==> src/ccw_pkg.sv <==
// What this block does
// - Reset clears low byte; EEPROM load fills it
// - Bit 0 reports logic clock source
// - Bit 1 ROM size; decode follows
// - Bit 4 blocks ROM; reads zero
// - Bit 2 enables oversize transmit frames
// - Bit 3 enables oversize receive frames
// - Bit 5 reports 10 Mbps capability
// - Bit 6 reports 100 Mbps capability
// - Bit 7 reports media type
// - Bits 9:8 preset mode, strapped
// - Preset 1 fixes base and enables
// - Preset mode skips config and EEPROM
// - Bit 10 picks alternate identity, strapped
// - Bit 13 simulation speedup, strapped
// - Bit 14 selects indicator style
// - Blink 41.89ms period, 5.24ms on
// - Link indicator low, blinks on receive, and on transmit in style 1 only
// - Duplex indicator low full, style rules
package ccw_pkg;

	// Register placement in the I/O window
	localparam logic [6:0] CCW_CHIP_CONTROL_OFFSET = 7'h30;

	// Field positions of the chip control word
	localparam int CCW_CLK_SRC_BIT = 0;
	localparam int CCW_ROM_SIZE_BIT = 1;
	localparam int CCW_TX_OVERSIZE_BIT = 2;
	localparam int CCW_RX_OVERSIZE_BIT = 3;
	localparam int CCW_ROM_BLOCK_BIT = 4;
	localparam int CCW_CAP_10M_BIT = 5;
	localparam int CCW_CAP_100M_BIT = 6;
	localparam int CCW_MEDIA_BIT = 7;
	localparam int CCW_PRESET_LO_BIT = 8;
	localparam int CCW_PRESET_HI_BIT = 9;
	localparam int CCW_ID_SEL_BIT = 10;
	localparam int CCW_SIM_ACCEL_BIT = 13;
	localparam int CCW_IND_STYLE_BIT = 14;

	// Reset values
	localparam logic [7:0] CCW_LOW_BYTE_RESET = 8'h00;
	localparam logic [1:0] CCW_PRESET_RESET = 2'h0;
	localparam logic [1:0] CCW_PRESET_MODE1 = 2'h1;

	// Fixed decode for preset mode 1
	localparam logic [15:0] CCW_PRESET_IO_BASE = 16'h0200;

	// Strap pin positions on the expansion data pins
	localparam int CCW_STRAP_ID_PIN = 2;
	localparam int CCW_STRAP_PRESET_LO_PIN = 3;
	localparam int CCW_STRAP_PRESET_HI_PIN = 4;
	localparam int CCW_STRAP_SIM_PIN = 5;

	// Boot ROM address widths for 32kB and 64kB parts
	localparam int CCW_ROM_AW_SMALL = 15;
	localparam int CCW_ROM_AW_LARGE = 16;

	// Blink timing, times in units of 10 us
	localparam longint CCW_CLK_HZ = 64'd25000000;
	localparam longint CCW_TIME_UNITS_PER_S = 64'd100000;
	localparam longint CCW_BLINK_PERIOD_T10US = 64'd4189;
	localparam longint CCW_BLINK_ON_T10US = 64'd524;
	localparam longint CCW_BLINK_OFF_T10US = 64'd3665;
	localparam longint CCW_BLINK_PERIOD_CYC =
		CCW_BLINK_PERIOD_T10US * CCW_CLK_HZ / CCW_TIME_UNITS_PER_S;
	localparam longint CCW_BLINK_ON_CYC =
		CCW_BLINK_ON_T10US * CCW_CLK_HZ / CCW_TIME_UNITS_PER_S;
	localparam longint CCW_BLINK_OFF_CYC =
		CCW_BLINK_OFF_T10US * CCW_CLK_HZ / CCW_TIME_UNITS_PER_S;
	localparam int CCW_BLINK_CW = 21;
	localparam int CCW_SIM_ACCEL_SHIFT = 6;

	// Strap capture sequence after reset release
	typedef enum logic [3:0] {
		CCW_ST_SYNC_A = 4'h1,
		CCW_ST_SYNC_B = 4'h2,
		CCW_ST_LOAD = 4'h4,
		CCW_ST_RUN = 4'h8
	} ccw_strap_e;

endpackage

==> src/ccw_chip_control.sv <==
`timescale 1ns/1ps
`default_nettype none

module ccw_chip_control #(
	parameter logic [20:0] BLINK_PERIOD_CYC = 21'(ccw_pkg::CCW_BLINK_PERIOD_CYC),
	parameter logic [20:0] BLINK_ON_CYC = 21'(ccw_pkg::CCW_BLINK_ON_CYC)
) (
	input wire logic CLOCK,
	input wire logic RESETN,
	input wire logic CE,
	// Host I/O register window
	input wire logic [6:0] IO_ADDR,
	input wire logic IO_RD,
	input wire logic IO_WR,
	input wire logic [3:0] IO_BE,
	input wire logic [31:0] IO_WDATA,
	output logic [31:0] IO_RDATA,
	output logic IO_ACK,
	// EEPROM loader, same clock
	input wire logic EE_BYTE_VALID,
	input wire logic [7:0] EE_BYTE,
	input wire logic HOST_CONFIG_DONE,
	// Strap pins
	input wire logic [5:0] EXPANSION_DATA_PINS,
	// Network status, same clock
	input wire logic LINK_VALID,
	input wire logic LINK_SPEED_100,
	input wire logic FULL_DUPLEX,
	input wire logic RX_BUSY,
	input wire logic TX_BUSY,
	input wire logic COLLISION,
	// Host side boot ROM requests
	input wire logic ROM_ACC_RD,
	input wire logic ROM_ACC_WR,
	input wire logic [15:0] ROM_ACC_ADDR,
	input wire logic [31:0] ROM_ACC_WDATA,
	input wire logic [31:0] ROM_DEV_RDATA,
	output logic [31:0] ROM_ACC_RDATA,
	output logic ROM_DEV_RD,
	output logic ROM_DEV_WR,
	output logic [15:0] ROM_DEV_ADDR,
	output logic [31:0] ROM_DEV_WDATA,
	// Control word fields seen by the rest of the chip
	output logic LOGIC_CLOCK_SOURCE_SELECT,
	output logic BOOT_ROM_SIZE_SELECT,
	output logic TX_OVERSIZE_ENABLE,
	output logic RX_OVERSIZE_ENABLE,
	output logic BOOT_ROM_BLOCK,
	output logic [1:0] PRESET_CONFIG_SELECT,
	output logic ALT_IDENTITY_SELECT,
	output logic SIM_ACCELERATE,
	// Preset decode outcome
	output logic HOST_ACCESS_OK,
	output logic [15:0] PRESET_IO_BASE,
	output logic PRESET_IO_ENABLE,
	output logic PRESET_MEM_ENABLE,
	output logic PRESET_MASTER_ENABLE,
	output logic PRESET_ROM_ENABLE,
	// Indicators, active low
	output logic POWER_INDICATOR_N,
	output logic LINK_ACTIVITY_INDICATOR_N,
	output logic DUPLEX_INDICATOR_N,
	output logic SPEED_INDICATOR_N
);

	////////////////////////////////////////////////////////////////////////
	// Helpers

	// Merge one byte lane under its enable
	function automatic logic [7:0] lane_merge(input logic [7:0] old_v, input logic [7:0] new_v,
		input logic en);
		lane_merge = en ? new_v : old_v;
	endfunction

	// Indicator level: blink beats steady on, else off
	function automatic logic indicator_level(input logic steady_on, input logic blinking,
		input logic blink_low);
		if (blinking) begin
			indicator_level = blink_low;
		end else begin
			indicator_level = !steady_on;
		end
	endfunction

	////////////////////////////////////////////////////////////////////////
	// State

	logic [7:0] low_byte_r;
	logic [1:0] preset_r;
	logic id_sel_r;
	logic sim_accel_r;
	logic ind_style_r;
	logic [5:0] strap_meta_r;
	logic [5:0] strap_sync_r;
	ccw_pkg::ccw_strap_e strap_st_r;
	ccw_pkg::ccw_strap_e strap_st_nxt;
	logic ee_loaded_r;
	logic [20:0] blink_cnt_r;
	logic blink_low_r;
	logic collision_hold_r;
	logic [20:0] period_lim;
	logic [20:0] on_lim;
	logic reg_hit;
	logic [31:0] word_view;
	logic preset1;
	logic rom_off;
	logic wrap;

	// Only 01 is a live preset; 1X stays reserved and acts as none
	assign preset1 = (preset_r == ccw_pkg::CCW_PRESET_MODE1);
	assign reg_hit = (IO_ADDR[6:2] == ccw_pkg::CCW_CHIP_CONTROL_OFFSET[6:2]);
	// ROM blocked by bit or preset
	assign rom_off = low_byte_r[ccw_pkg::CCW_ROM_BLOCK_BIT] || preset1;

	// Read view of the control word
	always_comb begin
		word_view = 32'h00000000;
		word_view[7:0] = low_byte_r;
		word_view[ccw_pkg::CCW_PRESET_HI_BIT:ccw_pkg::CCW_PRESET_LO_BIT] = preset_r;
		word_view[ccw_pkg::CCW_ID_SEL_BIT] = id_sel_r;
		word_view[12:11] = 2'h0;
		word_view[ccw_pkg::CCW_SIM_ACCEL_BIT] = sim_accel_r;
		word_view[ccw_pkg::CCW_IND_STYLE_BIT] = ind_style_r;
	end

	////////////////////////////////////////////////////////////////////////
	// Strap capture

	// Pins are asynchronous; only the second stage is read by logic
	always_ff @(posedge CLOCK or negedge RESETN) begin
		if (!RESETN) begin
			strap_meta_r <= 6'h00;
			strap_sync_r <= 6'h00;
		end else if (CE) begin
			strap_meta_r <= EXPANSION_DATA_PINS;
			strap_sync_r <= strap_meta_r;
		end
	end

	// Wait two edges so the synchroniser holds post-reset pin levels
	always_comb begin
		unique case (strap_st_r)
			ccw_pkg::CCW_ST_SYNC_A: strap_st_nxt = ccw_pkg::CCW_ST_SYNC_B;
			ccw_pkg::CCW_ST_SYNC_B: strap_st_nxt = ccw_pkg::CCW_ST_LOAD;
			ccw_pkg::CCW_ST_LOAD: strap_st_nxt = ccw_pkg::CCW_ST_RUN;
			ccw_pkg::CCW_ST_RUN: strap_st_nxt = ccw_pkg::CCW_ST_RUN;
			default: strap_st_nxt = ccw_pkg::CCW_ST_SYNC_A;
		endcase
	end

	always_ff @(posedge CLOCK or negedge RESETN) begin
		if (!RESETN) begin
			strap_st_r <= ccw_pkg::CCW_ST_SYNC_A;
		end else if (CE) begin
			strap_st_r <= strap_st_nxt;
		end
	end

	////////////////////////////////////////////////////////////////////////
	// Register writes

	// Low byte: EEPROM image, then host writes the writable bits
	always_ff @(posedge CLOCK or negedge RESETN) begin
		if (!RESETN) begin
			low_byte_r <= ccw_pkg::CCW_LOW_BYTE_RESET;
			ee_loaded_r <= 1'b0;
		end else if (CE) begin
			if (EE_BYTE_VALID) begin
				low_byte_r <= EE_BYTE;
				ee_loaded_r <= 1'b1;
			end else if (IO_WR && reg_hit && IO_BE[0]) begin
				low_byte_r[ccw_pkg::CCW_TX_OVERSIZE_BIT] <= IO_WDATA[ccw_pkg::CCW_TX_OVERSIZE_BIT];
				low_byte_r[ccw_pkg::CCW_RX_OVERSIZE_BIT] <= IO_WDATA[ccw_pkg::CCW_RX_OVERSIZE_BIT];
				low_byte_r[ccw_pkg::CCW_ROM_BLOCK_BIT] <= IO_WDATA[ccw_pkg::CCW_ROM_BLOCK_BIT];
			end
		end
	end

	// Upper control fields: straps at start-up, host writes afterwards
	always_ff @(posedge CLOCK or negedge RESETN) begin
		if (!RESETN) begin
			preset_r <= ccw_pkg::CCW_PRESET_RESET;
			id_sel_r <= 1'b0;
			sim_accel_r <= 1'b0;
		end else if (CE) begin
			if (strap_st_r == ccw_pkg::CCW_ST_LOAD) begin
				preset_r <= {strap_sync_r[ccw_pkg::CCW_STRAP_PRESET_HI_PIN],
					strap_sync_r[ccw_pkg::CCW_STRAP_PRESET_LO_PIN]};
				id_sel_r <= strap_sync_r[ccw_pkg::CCW_STRAP_ID_PIN];
				sim_accel_r <= strap_sync_r[ccw_pkg::CCW_STRAP_SIM_PIN];
			end else if (IO_WR && reg_hit && IO_BE[1]) begin
				preset_r <= IO_WDATA[ccw_pkg::CCW_PRESET_HI_BIT:ccw_pkg::CCW_PRESET_LO_BIT];
				id_sel_r <= IO_WDATA[ccw_pkg::CCW_ID_SEL_BIT];
				sim_accel_r <= IO_WDATA[ccw_pkg::CCW_SIM_ACCEL_BIT];
			end
		end
	end

	// Indicator style has no strap
	always_ff @(posedge CLOCK or negedge RESETN) begin
		if (!RESETN) begin
			ind_style_r <= 1'b0;
		end else if (CE) begin
			if (IO_WR && reg_hit && IO_BE[1]) begin
				ind_style_r <= IO_WDATA[ccw_pkg::CCW_IND_STYLE_BIT];
			end
		end
	end

	// Register read port, answered one edge after the strobe
	always_ff @(posedge CLOCK or negedge RESETN) begin
		if (!RESETN) begin
			IO_RDATA <= 32'h00000000;
			IO_ACK <= 1'b0;
		end else if (CE) begin
			IO_ACK <= (IO_RD || IO_WR) && reg_hit;
			if (IO_RD && reg_hit) begin
				IO_RDATA[7:0] <= lane_merge(8'h00, word_view[7:0], IO_BE[0]);
				IO_RDATA[15:8] <= lane_merge(8'h00, word_view[15:8], IO_BE[1]);
				IO_RDATA[31:16] <= 16'h0000;
			end else begin
				IO_RDATA <= 32'h00000000;
			end
		end
	end

	////////////////////////////////////////////////////////////////////////
	// Configuration outputs

	// Registered field copies; outputs lag the register bits by one edge
	always_ff @(posedge CLOCK or negedge RESETN) begin
		if (!RESETN) begin
			LOGIC_CLOCK_SOURCE_SELECT <= 1'b0;
			BOOT_ROM_SIZE_SELECT <= 1'b0;
			TX_OVERSIZE_ENABLE <= 1'b0;
			RX_OVERSIZE_ENABLE <= 1'b0;
			BOOT_ROM_BLOCK <= 1'b0;
			PRESET_CONFIG_SELECT <= ccw_pkg::CCW_PRESET_RESET;
			ALT_IDENTITY_SELECT <= 1'b0;
			SIM_ACCELERATE <= 1'b0;
		end else if (CE) begin
			LOGIC_CLOCK_SOURCE_SELECT <= low_byte_r[ccw_pkg::CCW_CLK_SRC_BIT];
			BOOT_ROM_SIZE_SELECT <= low_byte_r[ccw_pkg::CCW_ROM_SIZE_BIT];
			TX_OVERSIZE_ENABLE <= low_byte_r[ccw_pkg::CCW_TX_OVERSIZE_BIT];
			RX_OVERSIZE_ENABLE <= low_byte_r[ccw_pkg::CCW_RX_OVERSIZE_BIT];
			BOOT_ROM_BLOCK <= low_byte_r[ccw_pkg::CCW_ROM_BLOCK_BIT];
			PRESET_CONFIG_SELECT <= preset_r;
			ALT_IDENTITY_SELECT <= id_sel_r;
			SIM_ACCELERATE <= sim_accel_r;
		end
	end

	// Preset decode and host access gate
	always_ff @(posedge CLOCK or negedge RESETN) begin
		if (!RESETN) begin
			HOST_ACCESS_OK <= 1'b0;
			PRESET_IO_BASE <= 16'h0000;
			PRESET_IO_ENABLE <= 1'b0;
			PRESET_MEM_ENABLE <= 1'b0;
			PRESET_MASTER_ENABLE <= 1'b0;
			PRESET_ROM_ENABLE <= 1'b0;
		end else if (CE) begin
			// preset needs no config or EEPROM
			HOST_ACCESS_OK <= preset1 || (HOST_CONFIG_DONE && ee_loaded_r);
			PRESET_IO_BASE <= preset1 ? ccw_pkg::CCW_PRESET_IO_BASE : 16'h0000;
			PRESET_IO_ENABLE <= preset1;
			PRESET_MEM_ENABLE <= 1'b0;
			PRESET_MASTER_ENABLE <= preset1;
			PRESET_ROM_ENABLE <= 1'b0;
		end
	end

	////////////////////////////////////////////////////////////////////////
	// Boot ROM access gate

	// Requests pass one edge later; blocked ones never reach the ROM
	always_ff @(posedge CLOCK or negedge RESETN) begin
		if (!RESETN) begin
			ROM_DEV_RD <= 1'b0;
			ROM_DEV_WR <= 1'b0;
			ROM_DEV_ADDR <= 16'h0000;
			ROM_DEV_WDATA <= 32'h00000000;
			ROM_ACC_RDATA <= 32'h00000000;
		end else if (CE) begin
			ROM_DEV_RD <= ROM_ACC_RD && !rom_off;
			ROM_DEV_WR <= ROM_ACC_WR && !rom_off;
			if (low_byte_r[ccw_pkg::CCW_ROM_SIZE_BIT]) begin
				ROM_DEV_ADDR <= ROM_ACC_ADDR;
			end else begin
				ROM_DEV_ADDR <= {1'b0, ROM_ACC_ADDR[ccw_pkg::CCW_ROM_AW_SMALL-1:0]};
			end
			ROM_DEV_WDATA <= ROM_ACC_WDATA;
			ROM_ACC_RDATA <= rom_off ? 32'h00000000 : ROM_DEV_RDATA;
		end
	end

	////////////////////////////////////////////////////////////////////////
	// Blink timing

	// Speedup divides the period; on/off ratio is kept
	assign period_lim = sim_accel_r ? (BLINK_PERIOD_CYC >> ccw_pkg::CCW_SIM_ACCEL_SHIFT)
		: BLINK_PERIOD_CYC;
	assign on_lim = sim_accel_r ? (BLINK_ON_CYC >> ccw_pkg::CCW_SIM_ACCEL_SHIFT) : BLINK_ON_CYC;
	assign wrap = (blink_cnt_r >= period_lim - 21'h000001);

	always_ff @(posedge CLOCK or negedge RESETN) begin
		if (!RESETN) begin
			blink_cnt_r <= 21'h000000;
			blink_low_r <= 1'b1;
		end else if (CE) begin
			blink_cnt_r <= wrap ? 21'h000000 : blink_cnt_r + 21'h000001;
			// low for on phase, high rest
			blink_low_r <= wrap ? 1'b0 : !(blink_cnt_r + 21'h000001 < on_lim);
		end
	end

	// Collisions are short pulses; hold them until the next period wrap so they show
	always_ff @(posedge CLOCK or negedge RESETN) begin
		if (!RESETN) begin
			collision_hold_r <= 1'b0;
		end else if (CE) begin
			if (COLLISION) begin
				collision_hold_r <= 1'b1;
			end else if (wrap) begin
				collision_hold_r <= 1'b0;
			end
		end
	end

	////////////////////////////////////////////////////////////////////////
	// Indicator outputs

	always_ff @(posedge CLOCK or negedge RESETN) begin
		if (!RESETN) begin
			POWER_INDICATOR_N <= 1'b1;
			LINK_ACTIVITY_INDICATOR_N <= 1'b1;
			DUPLEX_INDICATOR_N <= 1'b1;
			SPEED_INDICATOR_N <= 1'b1;
		end else if (CE) begin
			// power blinks on transmit in style 0
			POWER_INDICATOR_N <= indicator_level(1'b1, !ind_style_r && TX_BUSY, blink_low_r);
			LINK_ACTIVITY_INDICATOR_N <= indicator_level(LINK_VALID,
				ind_style_r ? (RX_BUSY || TX_BUSY) : RX_BUSY, blink_low_r);
			DUPLEX_INDICATOR_N <= indicator_level(FULL_DUPLEX,
				!FULL_DUPLEX && !ind_style_r && collision_hold_r, blink_low_r);
			SPEED_INDICATOR_N <= indicator_level(LINK_VALID && LINK_SPEED_100, 1'b0, blink_low_r);
		end
	end

endmodule

`default_nettype wire

==> config.mk <==
export PLATFORM = sky130hd
export DESIGN_NAME = ccw_chip_control
export DESIGN_NICKNAME = d
export VERILOG_FILES = /design/src/ccw_pkg.sv /design/src/ccw_chip_control.sv
export SDC_FILE = /design/constraint.sdc
export NUM_CORES = 1
export LEC_CHECK = 0
export ABC_AREA = 1
export BUFFER_PORTS_ARGS = -buffer_cell sky130_fd_sc_hd__buf_2
export CAP_MARGIN = 40
export CORE_MARGIN = 5
export CORE_UTILIZATION = 53
export DETAILED_ROUTE_END_ITERATION = 10
export GPL_TIMING_DRIVEN = 0
export PLACE_DENSITY = 0.9
export SLEW_MARGIN = 20
export SYNTH_ARGS = -nofsm -noshare
export SYNTH_HDL_FRONTEND = slang
export SYNTH_SLANG_ARGS = --single-unit
==> constraint.sdc <==
create_clock -name CLOCK -period 6.5 [get_ports CLOCK]
set_clock_uncertainty 0.15 [all_clocks]
set_input_delay 1.3 -clock CLOCK [delete_from_list [all_inputs] [get_ports CLOCK]]
set_output_delay 1.3 -clock CLOCK [all_outputs]
set_load 0.01 [all_outputs]
==> results.yml <==
place:
  pre_cts_slack_ns: 3.461
  gp_congestion: 0.9627
  hpwl_mm: 16.86
  placed_area_mm2: 0.009264
  portBuffers: 232
cts:
  worstSkewPairLatency_ns: 0.43
  cts-resized-gates: 0
  numCtsBuffers: 17
  cts-hold-fix-buffers: 0
  cts_buffer_depth: 2
  cts_root_buffer: "clkbuf_16"
  clock-sinks: 160
  cts_tree: "done"
  postCtsSetupBuffers: 0
  cts_max_level: 4
  cts.clk_slew.worst_paths_ns: 0.07
layout:
  layout-area-overhead-vs-synth_pct: 27.84
  fillers: 1044
  final_area_mm2: 0.009848
  layout.nets: 1388
  utilization_pct: 68.54
  drive_gt1_share_pct: 29.04
  seq_area_mm2: 0.004011
  multi_input_area_mm2: 0.003206
yosys:
  synth_top_family_by_area: "simple AND/OR/NAND/NOR gates"
  synth_area_mm2: 0.007704
  synth_compound_area_share_pct: 8.316
  yosys_warnings: 0
  syn_inst: 927
  synthSimpleGateAreaFrac_pct: 26.26
  synth_seq_area_share_pct: 52.07
  synthAdderAreaFrac_pct: 3.573
  avgSynthCellArea_um2: 8.310
  muxShareOfSynthArea_pct: 0.6984
  ys_types: 39
  synthXorXnorAreaFrac_pct: 1.007
  synth.ff_latch_count: 160
pwr:
  p_total_mw: 2.961
  p_leak_nw: 5.366
  vdd_drop_max_mv: 0.2414
  cellPowerDensity_mw_per_mm2: 300.7
floorplanning:
  die_h_um: 130.6
  pin_count: 301
  fp-row-count: 44
  core_mm2: 0.01437
  dieArea_mm2: 0.01705
  initial_core_util_pct: 53.61
  die_w_um: 130.6
grt:
  grt_use_total_pct: 26.53
  antenna_found_initial: 0
  grt_pass1_wl_mm: 35.21
  grt_pass1_vias: 7166
  gr-total-overflow: 0
  grt_max_degree: 86
sta:
  slew_violations: 0
  fin_crit_ns: 3.014
  finalSetupViolCount: 0
  finalSetupTns_ns: 0
  rsz0062_at_grt: "false"
  worst_pin_slew_ns: 0.6850
  relSlewSlack_pct: 54.33
  min_period_over_period_pct: 46.37
  finalWorstSetupSlack_ns: 3.486
  clock.fmax_mhz: 331.7
  hold_viol: 0
critical_path:
  critPathSlowestCell: "dfrtp_1"
  crit_type: "reg -> reg"
  critPathCaptureType: "flip-flop"
  crit_path_start_kind: "flip-flop"
  r2r_slack_ns: 3.49
  path_cells: "inv_1, ha_1, nand2_1, nor2_1, o21ai_0, a21o_1, nand3_1, nor2_2, nand2_2, inv_1, nand2_1, nand2_1"
  critPathMaxStageDelay_ns: 0.76
  critPathMaxFanout: 16
  critPathRequiredTime_ns: 6.72
  arrival_ns: 3.23
  path_common_cell: "nand2_1"
route:
  drtIter0Drc: 530
  drcViolationCount: 0
  first_pass_iters: 5
  via_per_inst: 5.218
  vias: 7363
  wl_mm: 22.94
  wl_per_cell_um: 16.26
  ant_nets: 0
min_path:
  hold_path.class: "reg -> reg"
job:
  drv_cap: 0
run_status:
  status: "finished, final reports clean"
## final timing paths
path | start | to | cells after the start
min reg2reg | LINK_ACTIVITY_INDICATOR_N | LINK_ACTIVITY_INDICATOR_N | 2
max reg2reg | sim_accel_r | blink_cnt_r[16] | 12
min in group asynchronous | RESETN | blink_cnt_r[18] | 1
max in group asynchronous | RESETN | IO_RDATA[2] | 2
max | sim_accel_r | blink_cnt_r[16] | 12
min | LINK_ACTIVITY_INDICATOR_N | LINK_ACTIVITY_INDICATOR_N | 2
## area by class of cell
type / count / share of cell area [%]
Clock buffer: 17 / 4.320
Inverter: 46 / 1.753
Tap cell: 184 / 2.338
Clock inverter: 14 / 1.588
Buffer: 75 / 4.523
Antenna cell: 1 / 0.02541
Multi-Input combinational cell: 681 / 32.55
Timing Repair Buffer: 233 / 12.17
Sequential cell: 160 / 40.73
## critical path, delay by kind of cell (launching register included)
family	cells	cell delay, ns
DFF	1	0.76
AOI/OAI and AO/OA	2	0.28
and+or+nand+nor	7	0.78
buffers and inverters	2	0.57
adders and majority gates	1	0.40
## layout by cell type, fill, tap and decap left out, drive strengths merged
| master | Yosys | final |
|---|---|---|
| clkbuf | 22 | 39 |
| xnor2 | 1 | 1 |
| o31ai | 11 | 11 |
| o21ai | 72 | 72 |
| a21oi | 19 | 19 |
| xor2 | 7 | 7 |
| nand3 | 22 | 22 |
| diode | 0 | 1 |
| clkinv | 0 | 5 |
| o41ai | 1 | 1 |
| ha | 22 | 22 |
| conb | 1 | 36 |
| dfrtp | 154 | 154 |
| mux2i | 2 | 2 |
| nor3 | 7 | 7 |
| o211ai | 2 | 2 |
| nor2 | 52 | 52 |
| a211oi | 1 | 1 |
| nand2 | 402 | 402 |
| bufinv | 0 | 2 |
| nand4 | 12 | 12 |
| nand3b | 3 | 3 |
| a31oi | 2 | 2 |
| a21o | 1 | 1 |
| nand2b | 1 | 1 |
| mux2 | 3 | 3 |
| dfstp | 6 | 6 |
| inv | 46 | 51 |
| o22ai | 1 | 1 |
| buf | 53 | 286 |
| clkinvlp | 0 | 2 |
| o21a | 1 | 1 |
## Yosys cell counts (all sizes together)
cell type | count | share of area (%)
a211oi | 1 | 0.097
a21o | 1 | 0.097
a21oi | 19 | 1.2
a31oi | 2 | 0.16
buf | 53 | 4.7
clkbuf | 22 | 1.1
conb | 1 | 0.049
dfrtp | 154 | 50
dfstp | 6 | 2.0
ha | 22 | 3.6
inv | 46 | 2.2
mux2 | 3 | 0.44
mux2i | 2 | 0.26
nand2 | 402 | 20
nand2b | 1 | 0.081
nand3 | 22 | 1.6
nand3b | 3 | 0.29
nand4 | 12 | 0.97
nor2 | 52 | 3.1
nor3 | 7 | 0.52
o211ai | 2 | 0.19
o21a | 1 | 0.097
o21ai | 72 | 5.2
o22ai | 1 | 0.081
o31ai | 11 | 1.1
o41ai | 1 | 0.11
xnor2 | 1 | 0.21
xor2 | 7 | 0.80
## kinds of logic after synthesis
kind of cell               after synthesis
and+or+nand+nor                        499
buffers and inverters                  121
AOI/OAI and AO/OA                      111
muxes                                    5
xor gates and xnor gates                 8
adders and majority gates               22
other                                    1
DFF                                    160
## sequential cells by signal (all words and copies together), names as in the netlist, 2 cells and up
| name | cells |
|---|---|
| PRESET_CONFIG_SELECT | 2 |
| strap_meta_r | 4 |
| low_byte_r | 8 |
| preset_r | 2 |
| strap_st_r | 4 |
| IO_RDATA | 13 |
| blink_cnt_r | 21 |
| ROM_DEV_ADDR | 16 |
| ROM_ACC_RDATA | 32 |
| ROM_DEV_WDATA | 32 |
| strap_sync_r | 4 |
## power by group
group	switching (mW)	internal, mW
Sequential	0.122	1.14
Combinational	0.430	0.267
Clock	0.433	0.571
Total	0.985	1.98
## per-stage QoR
step	std cells	hold WS, ns
CTS	1410	0.3197
detailed placement	1379	0.3040
finish	1411	0.3210
global placement	1378	0.2995
floorplan	962	0.2844
global route	1410	0.3394
## per-layer routing
layer	up-vias	part of all wire (%)	GRT usage, %
met2	348	51	45.45
met4	0	2.9	10.95
met5	-	0	0
met3	62	8.8	7.602
met1	3506	37	31.43
li1	3447	-	-
Power figures use the tool's default switching activity.
